File: config.mk
export PLATFORM = sky130hd
export DESIGN_NAME = dcf_fifo
export DESIGN_NICKNAME = d
export VERILOG_FILES = /design/src/core/dcf_pkg.sv /design/src/core/dcf_fifo.sv
export SDC_FILE = /design/constraint.sdc
export NUM_CORES = 2
export LEC_CHECK = 0
export BUFFER_PORTS_ARGS = -buffer_cell sky130_fd_sc_hd__buf_2
export CAP_MARGIN = 10
export CORE_MARGIN = 2
export CORE_UTILIZATION = 45
export DETAILED_ROUTE_END_ITERATION = 8
export GPL_TIMING_DRIVEN = 0
export PLACE_DENSITY = 0.62
export REMOVE_ABC_BUFFERS = 1
export SLEW_MARGIN = 20
export SYNTH_ARGS = -nofsm -noshare
export SYNTH_HDL_FRONTEND = slang
export SYNTH_MEMORY_MAX_BITS = 65536
export SYNTH_SLANG_ARGS = --single-unit
File: constraint.sdc
create_clock -name pclk -period 24.3 [get_ports pclk]
set_clock_uncertainty 0.2 [all_clocks]
set_input_delay 4.86 -clock pclk [delete_from_list [all_inputs] [get_ports pclk]]
set_output_delay 4.86 -clock pclk [all_outputs]
set_load 0.01 [all_outputs]
File: src/core/dcf_pkg.sv
package dcf_pkg;

   // data path
   localparam int DATA_W = 18;
   localparam int DEPTH_DEF = 256;
   localparam int MAX_AW = 12;
   localparam int CNT_W = MAX_AW + 1;

   // apb register map
   localparam int APB_AW = 8;
   localparam int APB_DW = 32;
   localparam logic [7:0] ADDR_CTRL = 8'h00;
   localparam logic [7:0] ADDR_AE_OFS = 8'h04;
   localparam logic [7:0] ADDR_AF_OFS = 8'h08;
   localparam logic [7:0] ADDR_STATUS = 8'h0c;

   // field layout
   localparam int OFS_W = 12;
   localparam int CTRL_CASCADE_BIT = 0;
   localparam int STAT_CNT_LSB = 0;
   localparam int STAT_FLAGS_LSB = 16;
   localparam int STAT_WTOK_BIT = 21;
   localparam int STAT_RTOK_BIT = 22;

   // reset values
   localparam logic [11:0] AE_OFS_RST = 12'h007;
   localparam logic [11:0] AF_OFS_RST = 12'h007;
   localparam logic CASCADE_RST = 1'b0;

   // link clock period in the bench, for reference only
   localparam int LINK_PERIOD_NS = 160;

   typedef struct packed {
      logic empty_n;
      logic almost_empty_n;
      logic half_full_n;
      logic almost_full_n;
      logic full_n;
   } dcf_flags_s;

   // empty and almost empty low, the rest high, as after a clean reset
   localparam dcf_flags_s FLAGS_RST = 5'h07;

   typedef struct packed {
      logic wr_clk;
      logic rd_clk;
      logic write_en_n;
      logic read_en_n;
      logic write_cascade_in;
      logic read_cascade_in;
      logic first_device_sel;
      logic almost_flag_sync_sel;
      logic [17:0] data;
   } dcf_pins_s;

   // cascade inputs idle low so no false token edge follows reset
   localparam dcf_pins_s PINS_RST = 26'h0c00000;

endpackage : dcf_pkg

File: src/core/dcf_fifo.sv
// Added by the designer: the address map and register access over APB.
`timescale 1ns/100ps

module dcf_fifo #(
   parameter int DEPTH = dcf_pkg::DEPTH_DEF
) (
   input wire logic pclk,
   input wire logic presetn,
   input wire logic [dcf_pkg::APB_AW-1:0] paddr,
   input wire logic psel,
   input wire logic penable,
   input wire logic pwrite,
   input wire logic [dcf_pkg::APB_DW-1:0] pwdata,
   output logic [dcf_pkg::APB_DW-1:0] prdata,
   output logic pready,
   output logic pslverr,
   input wire logic wr_clk,
   input wire logic write_en_n,
   input wire logic [dcf_pkg::DATA_W-1:0] data_in,
   input wire logic rd_clk,
   input wire logic read_en_n,
   output logic [dcf_pkg::DATA_W-1:0] data_out,
   output logic empty_n,
   output logic full_n,
   output logic almost_empty_n,
   output logic almost_full_n,
   output logic half_full_n,
   output logic read_cascade_out,
   input wire logic write_cascade_in,
   input wire logic read_cascade_in,
   input wire logic first_device_sel,
   input wire logic almost_flag_sync_sel
);

   localparam int AW = $clog2(DEPTH);
   localparam int PW = AW + 1;

   generate
      if (DEPTH != 256 && DEPTH != 512 && DEPTH != 1024 && DEPTH != 4096) begin : g_bad_depth
         $error("dcf_fifo: DEPTH must be 256, 512, 1024 or 4096");
      end
   endgenerate

   function automatic logic rise(input logic now_lvl, input logic old_lvl);
      rise = now_lvl & ~old_lvl;
   endfunction : rise

   // pin synchroniser; data rides the same two stages so it lines up with the edge
   dcf_pkg::dcf_pins_s pins_raw;
   dcf_pkg::dcf_pins_s sync1_ff;
   dcf_pkg::dcf_pins_s sync2_ff;
   logic [3:0] old_ff;

   always_comb begin
      pins_raw = '{wr_clk: wr_clk, rd_clk: rd_clk, write_en_n: write_en_n,
                   read_en_n: read_en_n, write_cascade_in: write_cascade_in,
                   read_cascade_in: read_cascade_in, first_device_sel: first_device_sel,
                   almost_flag_sync_sel: almost_flag_sync_sel, data: data_in};
   end

   always_ff @(posedge pclk or negedge presetn) begin
      if (!presetn) begin
         sync1_ff <= dcf_pkg::PINS_RST;
         sync2_ff <= dcf_pkg::PINS_RST;
         old_ff <= 4'h0;
      end else begin
         sync1_ff <= pins_raw;
         sync2_ff <= sync1_ff;
         old_ff <= {sync2_ff.wr_clk, sync2_ff.rd_clk,
                    sync2_ff.write_cascade_in, sync2_ff.read_cascade_in};
      end
   end

   logic wr_ev;
   logic rd_ev;
   logic wci_ev;
   logic rci_ev;

   always_comb begin
      wr_ev = rise(sync2_ff.wr_clk, old_ff[3]);
      rd_ev = rise(sync2_ff.rd_clk, old_ff[2]);
      wci_ev = rise(sync2_ff.write_cascade_in, old_ff[1]);
      rci_ev = rise(sync2_ff.read_cascade_in, old_ff[0]);
   end

   dcf_pkg::dcf_flags_s flags_ff;
   dcf_pkg::dcf_flags_s nxt_flags;

   // storage and pointers
   logic [dcf_pkg::DATA_W-1:0] mem [DEPTH];
   logic [PW-1:0] wptr_ff;
   logic [PW-1:0] rptr_ff;
   logic [dcf_pkg::DATA_W-1:0] dout_ff;
   logic [PW-1:0] nxt_wptr;
   logic [PW-1:0] nxt_rptr;
   logic [dcf_pkg::DATA_W-1:0] nxt_dout;

   // control and cascade state
   logic casc_ff;
   logic [dcf_pkg::OFS_W-1:0] ae_ofs_ff;
   logic [dcf_pkg::OFS_W-1:0] af_ofs_ff;
   logic started_ff;
   logic wtok_ff;
   logic rtok_ff;
   logic wco_ff;
   logic rco_ff;
   logic nxt_started;
   logic nxt_wtok;
   logic nxt_rtok;
   logic nxt_wco;
   logic nxt_rco;

   logic [PW-1:0] count;
   logic [PW-1:0] cnt_after;
   logic [dcf_pkg::CNT_W-1:0] cnt_ext;
   logic is_full;
   logic is_empty;
   logic do_wr;
   logic do_rd;
   logic ae_now;
   logic af_now;

   always_comb begin
      count = wptr_ff - rptr_ff;
      is_full = count == PW'(DEPTH);
      is_empty = count == '0;
      // a device without the token stays idle in a cascade
      // gate on the flags too, so the port obeys what the pins showed at its edge
      do_wr = wr_ev & ~sync2_ff.write_en_n & ~is_full & flags_ff.full_n
              & (~casc_ff | wtok_ff);
      do_rd = rd_ev & ~sync2_ff.read_en_n & ~is_empty & flags_ff.empty_n
              & (~casc_ff | rtok_ff);
      cnt_after = count + {{AW{1'b0}}, do_wr} - {{AW{1'b0}}, do_rd};
      cnt_ext = dcf_pkg::CNT_W'(cnt_after);
      ae_now = cnt_ext <= {1'b0, ae_ofs_ff};
      af_now = ({1'b0, cnt_ext} + {2'b00, af_ofs_ff}) >= (dcf_pkg::CNT_W + 1)'(DEPTH);
      nxt_wptr = wptr_ff + {{AW{1'b0}}, do_wr};
      nxt_rptr = rptr_ff + {{AW{1'b0}}, do_rd};
      nxt_dout = do_rd ? mem[rptr_ff[AW-1:0]] : dout_ff;
   end

   always_ff @(posedge pclk) begin
      if (do_wr) begin
         mem[wptr_ff[AW-1:0]] <= sync2_ff.data;
      end
   end

   always_ff @(posedge pclk or negedge presetn) begin
      if (!presetn) begin
         wptr_ff <= '0;
         rptr_ff <= '0;
         dout_ff <= '0;
      end else begin
         wptr_ff <= nxt_wptr;
         rptr_ff <= nxt_rptr;
         dout_ff <= nxt_dout;
      end
   end

   // status flags; empty and full move only on the edge of their own port clock
   always_comb begin
      nxt_flags = flags_ff;
      if (rd_ev) begin
         nxt_flags.empty_n = cnt_after != '0;
      end
      if (wr_ev) begin
         nxt_flags.full_n = cnt_after != PW'(DEPTH);
      end
      if (sync2_ff.almost_flag_sync_sel) begin
         nxt_flags.almost_empty_n = ~ae_now;
         nxt_flags.almost_full_n = ~af_now;
      end else begin
         if (rd_ev) begin
            nxt_flags.almost_empty_n = ~ae_now;
         end
         if (wr_ev) begin
            nxt_flags.almost_full_n = ~af_now;
         end
      end
      // shared pin: cascade carries the write hand-off, else half-full
      if (casc_ff) begin
         nxt_flags.half_full_n = ~nxt_wco;
      end else begin
         nxt_flags.half_full_n = ~(cnt_after > PW'(DEPTH / 2));
      end
   end

   always_ff @(posedge pclk or negedge presetn) begin
      if (!presetn) begin
         flags_ff <= dcf_pkg::FLAGS_RST;
      end else begin
         flags_ff <= nxt_flags;
      end
   end

   // cascade tokens; strap read on the first clock after reset release, from the PINS_RST value still in sync2_ff
   always_comb begin
      nxt_started = 1'b1;
      nxt_wtok = wtok_ff;
      nxt_rtok = rtok_ff;
      nxt_wco = wco_ff;
      nxt_rco = rco_ff;
      if (!started_ff) begin
         nxt_wtok = ~sync2_ff.first_device_sel;
         nxt_rtok = ~sync2_ff.first_device_sel;
      end else begin
         if (wr_ev) begin
            nxt_wco = 1'b0;
         end
         if (rd_ev) begin
            nxt_rco = 1'b0;
         end
         // own fill ends the turn; the loop-back returns it later
         if (casc_ff && do_wr && cnt_after == PW'(DEPTH)) begin
            nxt_wtok = 1'b0;
            nxt_wco = 1'b1;
         end else if (wci_ev) begin
            nxt_wtok = 1'b1;
         end
         if (casc_ff && do_rd && cnt_after == '0) begin
            nxt_rtok = 1'b0;
            nxt_rco = 1'b1;
         end else if (rci_ev) begin
            nxt_rtok = 1'b1;
         end
      end
   end

   always_ff @(posedge pclk or negedge presetn) begin
      if (!presetn) begin
         started_ff <= 1'b0;
         wtok_ff <= 1'b0;
         rtok_ff <= 1'b0;
         wco_ff <= 1'b0;
         rco_ff <= 1'b0;
      end else begin
         started_ff <= nxt_started;
         wtok_ff <= nxt_wtok;
         rtok_ff <= nxt_rtok;
         wco_ff <= nxt_wco;
         rco_ff <= nxt_rco;
      end
   end

   // apb slave: one wait-free access phase, pready from a flop
   logic pready_ff;
   logic pslverr_ff;
   logic [dcf_pkg::APB_DW-1:0] prdata_ff;
   logic nxt_pready;
   logic nxt_pslverr;
   logic [dcf_pkg::APB_DW-1:0] nxt_prdata;
   logic nxt_casc;
   logic [dcf_pkg::OFS_W-1:0] nxt_ae_ofs;
   logic [dcf_pkg::OFS_W-1:0] nxt_af_ofs;
   logic wr_acc;
   logic mapped;

   always_comb begin
      nxt_pready = psel & ~penable;
      nxt_pslverr = 1'b0;
      nxt_prdata = '0;
      nxt_casc = casc_ff;
      nxt_ae_ofs = ae_ofs_ff;
      nxt_af_ofs = af_ofs_ff;
      wr_acc = psel & penable & pready_ff & pwrite;
      mapped = 1'b1;
      case (paddr)
         dcf_pkg::ADDR_CTRL: begin
            nxt_prdata[dcf_pkg::CTRL_CASCADE_BIT] = casc_ff;
         end
         dcf_pkg::ADDR_AE_OFS: begin
            nxt_prdata[dcf_pkg::OFS_W-1:0] = ae_ofs_ff;
         end
         dcf_pkg::ADDR_AF_OFS: begin
            nxt_prdata[dcf_pkg::OFS_W-1:0] = af_ofs_ff;
         end
         dcf_pkg::ADDR_STATUS: begin
            nxt_prdata[dcf_pkg::STAT_CNT_LSB +: dcf_pkg::CNT_W] = dcf_pkg::CNT_W'(count);
            nxt_prdata[dcf_pkg::STAT_FLAGS_LSB +: 5] = flags_ff;
            nxt_prdata[dcf_pkg::STAT_WTOK_BIT] = wtok_ff;
            nxt_prdata[dcf_pkg::STAT_RTOK_BIT] = rtok_ff;
         end
         default: begin
            mapped = 1'b0;
         end
      endcase
      if (!(psel & ~penable)) begin
         nxt_prdata = '0;
      end else begin
         nxt_pslverr = ~mapped;
      end
      if (wr_acc) begin
         case (paddr)
            dcf_pkg::ADDR_CTRL: nxt_casc = pwdata[dcf_pkg::CTRL_CASCADE_BIT];
            dcf_pkg::ADDR_AE_OFS: nxt_ae_ofs = pwdata[dcf_pkg::OFS_W-1:0];
            dcf_pkg::ADDR_AF_OFS: nxt_af_ofs = pwdata[dcf_pkg::OFS_W-1:0];
            default: nxt_casc = casc_ff;
         endcase
      end
   end

   always_ff @(posedge pclk or negedge presetn) begin
      if (!presetn) begin
         pready_ff <= 1'b0;
         pslverr_ff <= 1'b0;
         prdata_ff <= '0;
         casc_ff <= dcf_pkg::CASCADE_RST;
         ae_ofs_ff <= dcf_pkg::AE_OFS_RST;
         af_ofs_ff <= dcf_pkg::AF_OFS_RST;
      end else begin
         pready_ff <= nxt_pready;
         pslverr_ff <= nxt_pslverr;
         prdata_ff <= nxt_prdata;
         casc_ff <= nxt_casc;
         ae_ofs_ff <= nxt_ae_ofs;
         af_ofs_ff <= nxt_af_ofs;
      end
   end

   assign prdata = prdata_ff;
   assign pready = pready_ff;
   assign pslverr = pslverr_ff;
   assign data_out = dout_ff;
   assign empty_n = flags_ff.empty_n;
   assign full_n = flags_ff.full_n;
   assign almost_empty_n = flags_ff.almost_empty_n;
   assign almost_full_n = flags_ff.almost_full_n;
   assign half_full_n = flags_ff.half_full_n;
   assign read_cascade_out = rco_ff;

endmodule : dcf_fifo

======== Yosys cells after proc, flatten, opt, wreduce, memory -nomap -nowiden ========
Memories as Yosys holds them, arrays and structs flattened. A register that Yosys moved wholly into a read port is not among the register bits.
Cells that the tools add are included.
operators by class
  add/subtract/negate cells ............... 6
  order comparisons ....................... 3
  eq/ne operators ......................... 8
  multiplexer cells ....................... 24
  bitwise gates (word level) .............. 34
  reduce and logical (&&, ||, !) cells .... 17
operator list
  operator               count
  $pmux W11 S3           1
  $add A9 B1 Y9          3
  $mux W23               1
  $mux W1                20
  $eq A9 B9 Y1 const B   2
  $logic_not A9 Y1       2
  $and A1 B1 Y1          16
  $eq A8 B4 Y1 const B   2
  $not A1 Y1             16
  $add A9 B12 Y13        1
  $ge A13 B9 Y1 const B  1
  $le A9 B12 Y1          1
  $gt A9 B8 Y1 const B   1
  $ne A9 B9 Y1 const B   1
  $reduce_bool A9 Y1     1
  $sub A9 B1 Y9          1
  $sub A9 B9 Y9          1
  $eq A8 B3 Y1 const B   1
  $logic_not A8 Y1       1
  $reduce_and A2 Y1      4
  $mux W7                1
  $ne A3 B2 Y1 const B   2
  $reduce_bool A2 Y1     3
  $logic_and A1 B1 Y1    4
  other kinds (4)        5
storage, ports and cells
  register bits after elaboration ......... 143
  memory bits (writable) .................. 4608
  input port bits ......................... 71
  output and inout port bits .............. 58
  word-level logic and storage cells ...... 130
  memories kept ........................... 1
memories
  memory  words  bits a word  read ports  clocked after Yosys merged registers in  wr ports  RTL line        RTL
  mem     256    18           1           1                                        1         dcf_fifo.sv:90  logic [dcf_pkg::DATA_W-1:0] mem [DEPTH];

======== Longest topological paths before layout ========
  depth in word-level cells ............... 14
  depth in mapped cells ................... 39
  depth with buffers taken out ............ 33

======== Worst setup path after synthesis ========
OpenSTA, ideal clock, no wires.
  path kind ............................... reg2reg
  from .................................... register rptr_ff[2]
  to ...................................... register flags_ff (netlist bit almost_full_n)
  setup time .............................. 0.085 ns
  arrival time ............................ 7.308 ns
  data required time ...................... 24.015 ns
  slack ................................... 16.707 ns
  stages on the path, launching flop included .. 40
  buffers on the path ..................... 7
  clock period less this slack ............ 7.593 ns
  cells stage by stage .................... dfrtp_1 > buf_2 > inv_1 > buf_2 > buf_1 > buf_2 > clkbuf_1 > ha_1 > nor2b_1 > o31a_1 > o21a_1 > nor2_1 > xnor2_1 > inv_1 > ha_1 > nand2_1 > nor2_1 > a221o_1 > (+4 left out) > inv_1 > ha_1 > fa_1 > a211o_1 > a31oi_1 > o21bai_1 > a21o_1 > a21oi_1 > xnor3_1 > inv_1 > ha_1 > nor3b_1 > o21a_1 > o21ai_0 > nand2b_1 > a21oi_1 > o2111ai_1 > o21ai_0
on the way
  word-level cells in the longest chain between the ends .. 13
  elaborated cells on any way between the ends .. 18
  classes of those cells .................. 4 x add/sub; 1 x order compare; 1 x eq/ne; 2 x mux; 9 x bitwise; 1 x reduce/logical
RTL lines
  element                     RTL line                          RTL
  start: declaration          dcf_fifo.sv:92                    logic [PW-1:0] rptr_ff;
  start signal: assignment    dcf_fifo.sv:155                   rptr_ff <= nxt_rptr;
  $sub A9 B9 Y9 (*)           dcf_fifo.sv:124                   count = wptr_ff - rptr_ff;
  $eq A9 B9 Y1                dcf_fifo.sv:125                   is_full = count == PW'(DEPTH);
  $not A1 Y1                  dcf_fifo.sv:129                   do_wr = wr_ev & ~sync2_ff.write_en_n & ~is_full & flags_ff.full_n
  $and A1 B1 Y1 (2 in a row)  dcf_fifo.sv:129
  $and A1 B1 Y1               dcf_fifo.sv:130                   & (~casc_ff | wtok_ff);
  $add A9 B1 Y9               dcf_fifo.sv:133                   cnt_after = count + {{AW{1'b0}}, do_wr} - {{AW{1'b0}}, do_rd};
  $sub A9 B1 Y9 (*)           dcf_fifo.sv:133
  $add A9 B12 Y13 (*)         dcf_fifo.sv:136                   af_now = ({1'b0, cnt_ext} + {2'b00, af_ofs_ff}) >= (dcf_pkg::CNT_W + 1)'(DEPTH);
  $ge A13 B9 Y1 (*)           dcf_fifo.sv:136
  $not A1 Y1 (*)              dcf_fifo.sv:171, dcf_fifo.sv:177
  $mux W1                     dcf_fifo.sv:176                   if (wr_ev) begin
  $mux W1 (*)                 dcf_fifo.sv:169                   if (sync2_ff.almost_flag_sync_sel) begin
  end signal: assignment      dcf_fifo.sv:190                   flags_ff <= dcf_pkg::FLAGS_RST;
  end signal: assignment      dcf_fifo.sv:192                   flags_ff <= nxt_flags;
  end: declaration            dcf_fifo.sv:86                    dcf_pkg::dcf_flags_s flags_ff;
Mark *: on every way between the ends. The rest lies on a longest branch, timed or not. The select of a mux whose other input is x is not followed.
A chain may end at the register's enable or synchronous reset.

======== Final worst setup path ========
Ends and elaborated chain as after synthesis.

==> impl_metrics.toml <==
[yosys]
synthDistinctLibCells = 83
yosysSeqAreaShare = 0.775
synth_area_mm2 = 0.183
synth_top_area_frac = 0.754
netlist_instances = 8772
ys_top_cells_by_area = "edfxtp_1 75%, mux4_2 11%, mux2i_1 3.1%, dfrtp_1 1.8%, o221ai_1 0.82%"
ys.flop_type = "edfxtp_1"
synth_edf_count = 4608
ys_ff_latch = 4756
async_flop_share = 0.0311
synth_top_area_cell = "edfxtp_1"
avgSynthCellArea_um2 = 20.9
ys_warn_count = 0

[timing]
period_needed_ns = 10.48
finalMaxSlewViolations = 0
setup_violations = 0
post-route-period-util = 0.431
max_freq_mhz = 95.4
max-slew-margin-rel = 0.114
whs_ns = 0.148
final_hold_viol_count = 0
rsz0062_at_grt = "no"
worst_slew_pin_slew_ns = 1.32
finalSetupTns_ns = 0

[route]
drt_wl_total_mm = 508
drc = 0
wire_per_inst_um = 33.9
vias_per_cell = 6.21
dr.pass1.iters = 7
drt-initial-drc-count = 12600
via_count = 93000
ant_nets = 0

[die]
row_count = 234
die_w_um = 642
die_h_um = 642
start_util = 0.452
dieArea_mm2 = 0.413
num_io_pins = 129
core_area_mm2 = 0.406

[global_routing]
grt_pass1_vias = 91900
grt_max_degree = 97
grt_pass1_wl_mm = 711
grt.total_usage = 0.243
antenna_found_initial = 26
grt.overflow.total = 0

[clock_tree]
ctsResizeCount = 0
root_buffer = "clkbuf_16"
clkTransAtPathRegs_ns = 0.06
clockBufferDepth = 4
clkLatencyLatePin_ns = 0.99
cts_hold_buf = 0
cts_sinks = 4756
cts_buffers = 458
cts_setup_buffers = 0
cts_tree = "built"
htreeDepth = 5

[power]
powerDensity_mw_per_mm2 = 104
peakVddDrop_mv = 0.0945
p_leak_nw = 66.7

[cells_and_area]
fin_nets = 9257
syn2layout_area_growth_pct = 15.4
drive_above_1_share = 0.250
mostFrequentLayoutCell = "edfxtp_1"
layout_common_cells = "4608 x edfxtp_1, 909 x mux4_2, 575 x mux2i_1"
fillers = 30900

[hold_path]
hp-class = "flip-flop to flip-flop"

[worst_setup_path]
cp-end-kind = "flip-flop"
critical_path_arrival_ns = 11.18
slowest_stage = "dfrtp_4"
critPathKind = "flip-flop to flip-flop"
required_ns = 25.01
critPathMaxFanout = 74
start_kind = "flip-flop"
cp_slowest_stage_delay_ns = 0.80

[outcome]
status = "finished clean"

[placement]
gp_congestion = 0.817
io_buffers = 95
dp_hpwl_mm = 325

[run]
maxCapViolations = 0
state kept, by name, summed over array words and instances (netlist names), 4 cells and up:
signal,flops
mem,4608
sync1_ff,26
sync2_ff,26
prdata,19
data_out,18
ae_ofs_ff,12
af_ofs_ff,12
rptr_ff,9
wptr_ff,9
old_ff,4
kinds of logic after synthesis:
group                    count (synthesis)  share of synthesized area
other                                    2                  0.0000409
XOR/XNOR                                28                    0.00141
buffers and inverters                  559                     0.0162
adder cells (fa/ha/maj)                 46                    0.00326
AND/OR/NAND/NOR                        826                     0.0199
multiplexers                          1527                      0.146
AO/OA/AOI/OAI                         1028                     0.0390
flip-flops                            4756                      0.775
per-stage QoR:
| step | cells | setup WS, ns | utilization | total power, mW | instance area (um2) |
|---|---|---|---|---|---|
| after floorplan | 8265 | -32.63 | - | 16.9 | 181000 |
| after global placement | 13800 | -65.30 | 0.463 | 18.2 | 188000 |
| after detailed placement | 14100 | 13.97 | 0.485 | 15.3 | 197000 |
| after CTS | 15000 | 13.95 | 0.521 | 22.1 | 212000 |
| after global routing | 15000 | 13.44 | 0.521 | 22.8 | 212000 |
| final | 15000 | 13.82 | 0.521 | 22.1 | 212000 |
layout make-up:
| cell class | count | area [um2] | area share |
|---|---|---|---|
| Clock inverter | 268 | 2440 | 0.0115 |
| Timing Repair Buffer | 415 | 7280 | 0.0344 |
| Clock buffer | 574 | 12100 | 0.0570 |
| Sequential cell | 4756 | 142000 | 0.672 |
| Tap cell | 5428 | 6790 | 0.0321 |
| Inverter | 40 | 174 | 0.000822 |
| Antenna cell | 11 | 27.5 | 0.000130 |
| Multi-Input combinational cell | 3469 | 40700 | 0.192 |
power by group:
group | total [mW] | internal [mW] | leakage, nW | switching, mW
clock | 6.96 | 3.89 | 7.07 | 3.06
sequential | 9.13 | 9.02 | 43.2 | 0.106
combinational | 5.99 | 2.64 | 16.4 | 3.35
total | 22.1 | 15.6 | 66.7 | 6.51
cells in the mapped netlist, types with 6 or more instances:
library cell / n
edfxtp_1: 4608
mux4_2: 909
mux2i_1: 575
nor2_1: 385
clkbuf_1: 227
a21oi_1: 203
nand2_1: 177
o221ai_1: 172
o22ai_1: 153
a22oi_1: 149
dfrtp_1: 135
buf_4: 128
o21ai_0: 100
buf_2: 83
nor3_1: 71
nand3_1: 55
buf_1: 44
ha_1: 43
mux2_2: 42
a211oi_1: 37
inv_1: 37
a31oi_1: 36
buf_6: 36
and2_1: 28
a22o_1: 25
nand4_1: 25
nor2b_1: 25
a221oi_1: 22
nor4_1: 21
xnor2_1: 18
a311oi_1: 14
a2111oi_0: 13
dfstp_2: 13
o21a_1: 10
nand2b_1: 9
o31ai_1: 9
xor2_1: 9
o211ai_1: 8
o32ai_1: 8
a211o_1: 7
o311ai_0: 6
or4_1: 6
routing by layer:
layer	vias to the layer above	GRT usage	wire (um)
met4	6	0.0950	22600
met2	4920	0.374	235000
met3	852	0.0513	50500
met1	49700	0.341	199000
li1	37500	-	-
met5	-	0	39
final timing paths:
path                                    from       endpoint  slack [ns]  cells after the start
min in group asynchronous            presetn    sync1_ff[7]        3.64                      1
worst max-delay path              rptr_ff[2]  almost_full_n       13.82                     38
worst min-delay path            sync1_ff[19]   sync2_ff[19]        0.15                      0
worst min register to register  sync1_ff[19]   sync2_ff[19]        0.15                      0
max in group asynchronous            presetn   sync2_ff[17]       19.26                      2
worst max register to register    rptr_ff[2]  almost_full_n       13.82                     38
worst max-delay path: cells and delay by family (launching register included):
family | cells | cell delay (ns)
buffers and inverters | 11 | 2.91
AO/OA/AOI/OAI | 13 | 2.65
adder cells (fa/ha/maj) | 6 | 2.02
XOR/XNOR | 2 | 0.87
flip-flops | 1 | 0.80
AND/OR/NAND/NOR | 6 | 0.51
(Power assumes the default switching activity.)
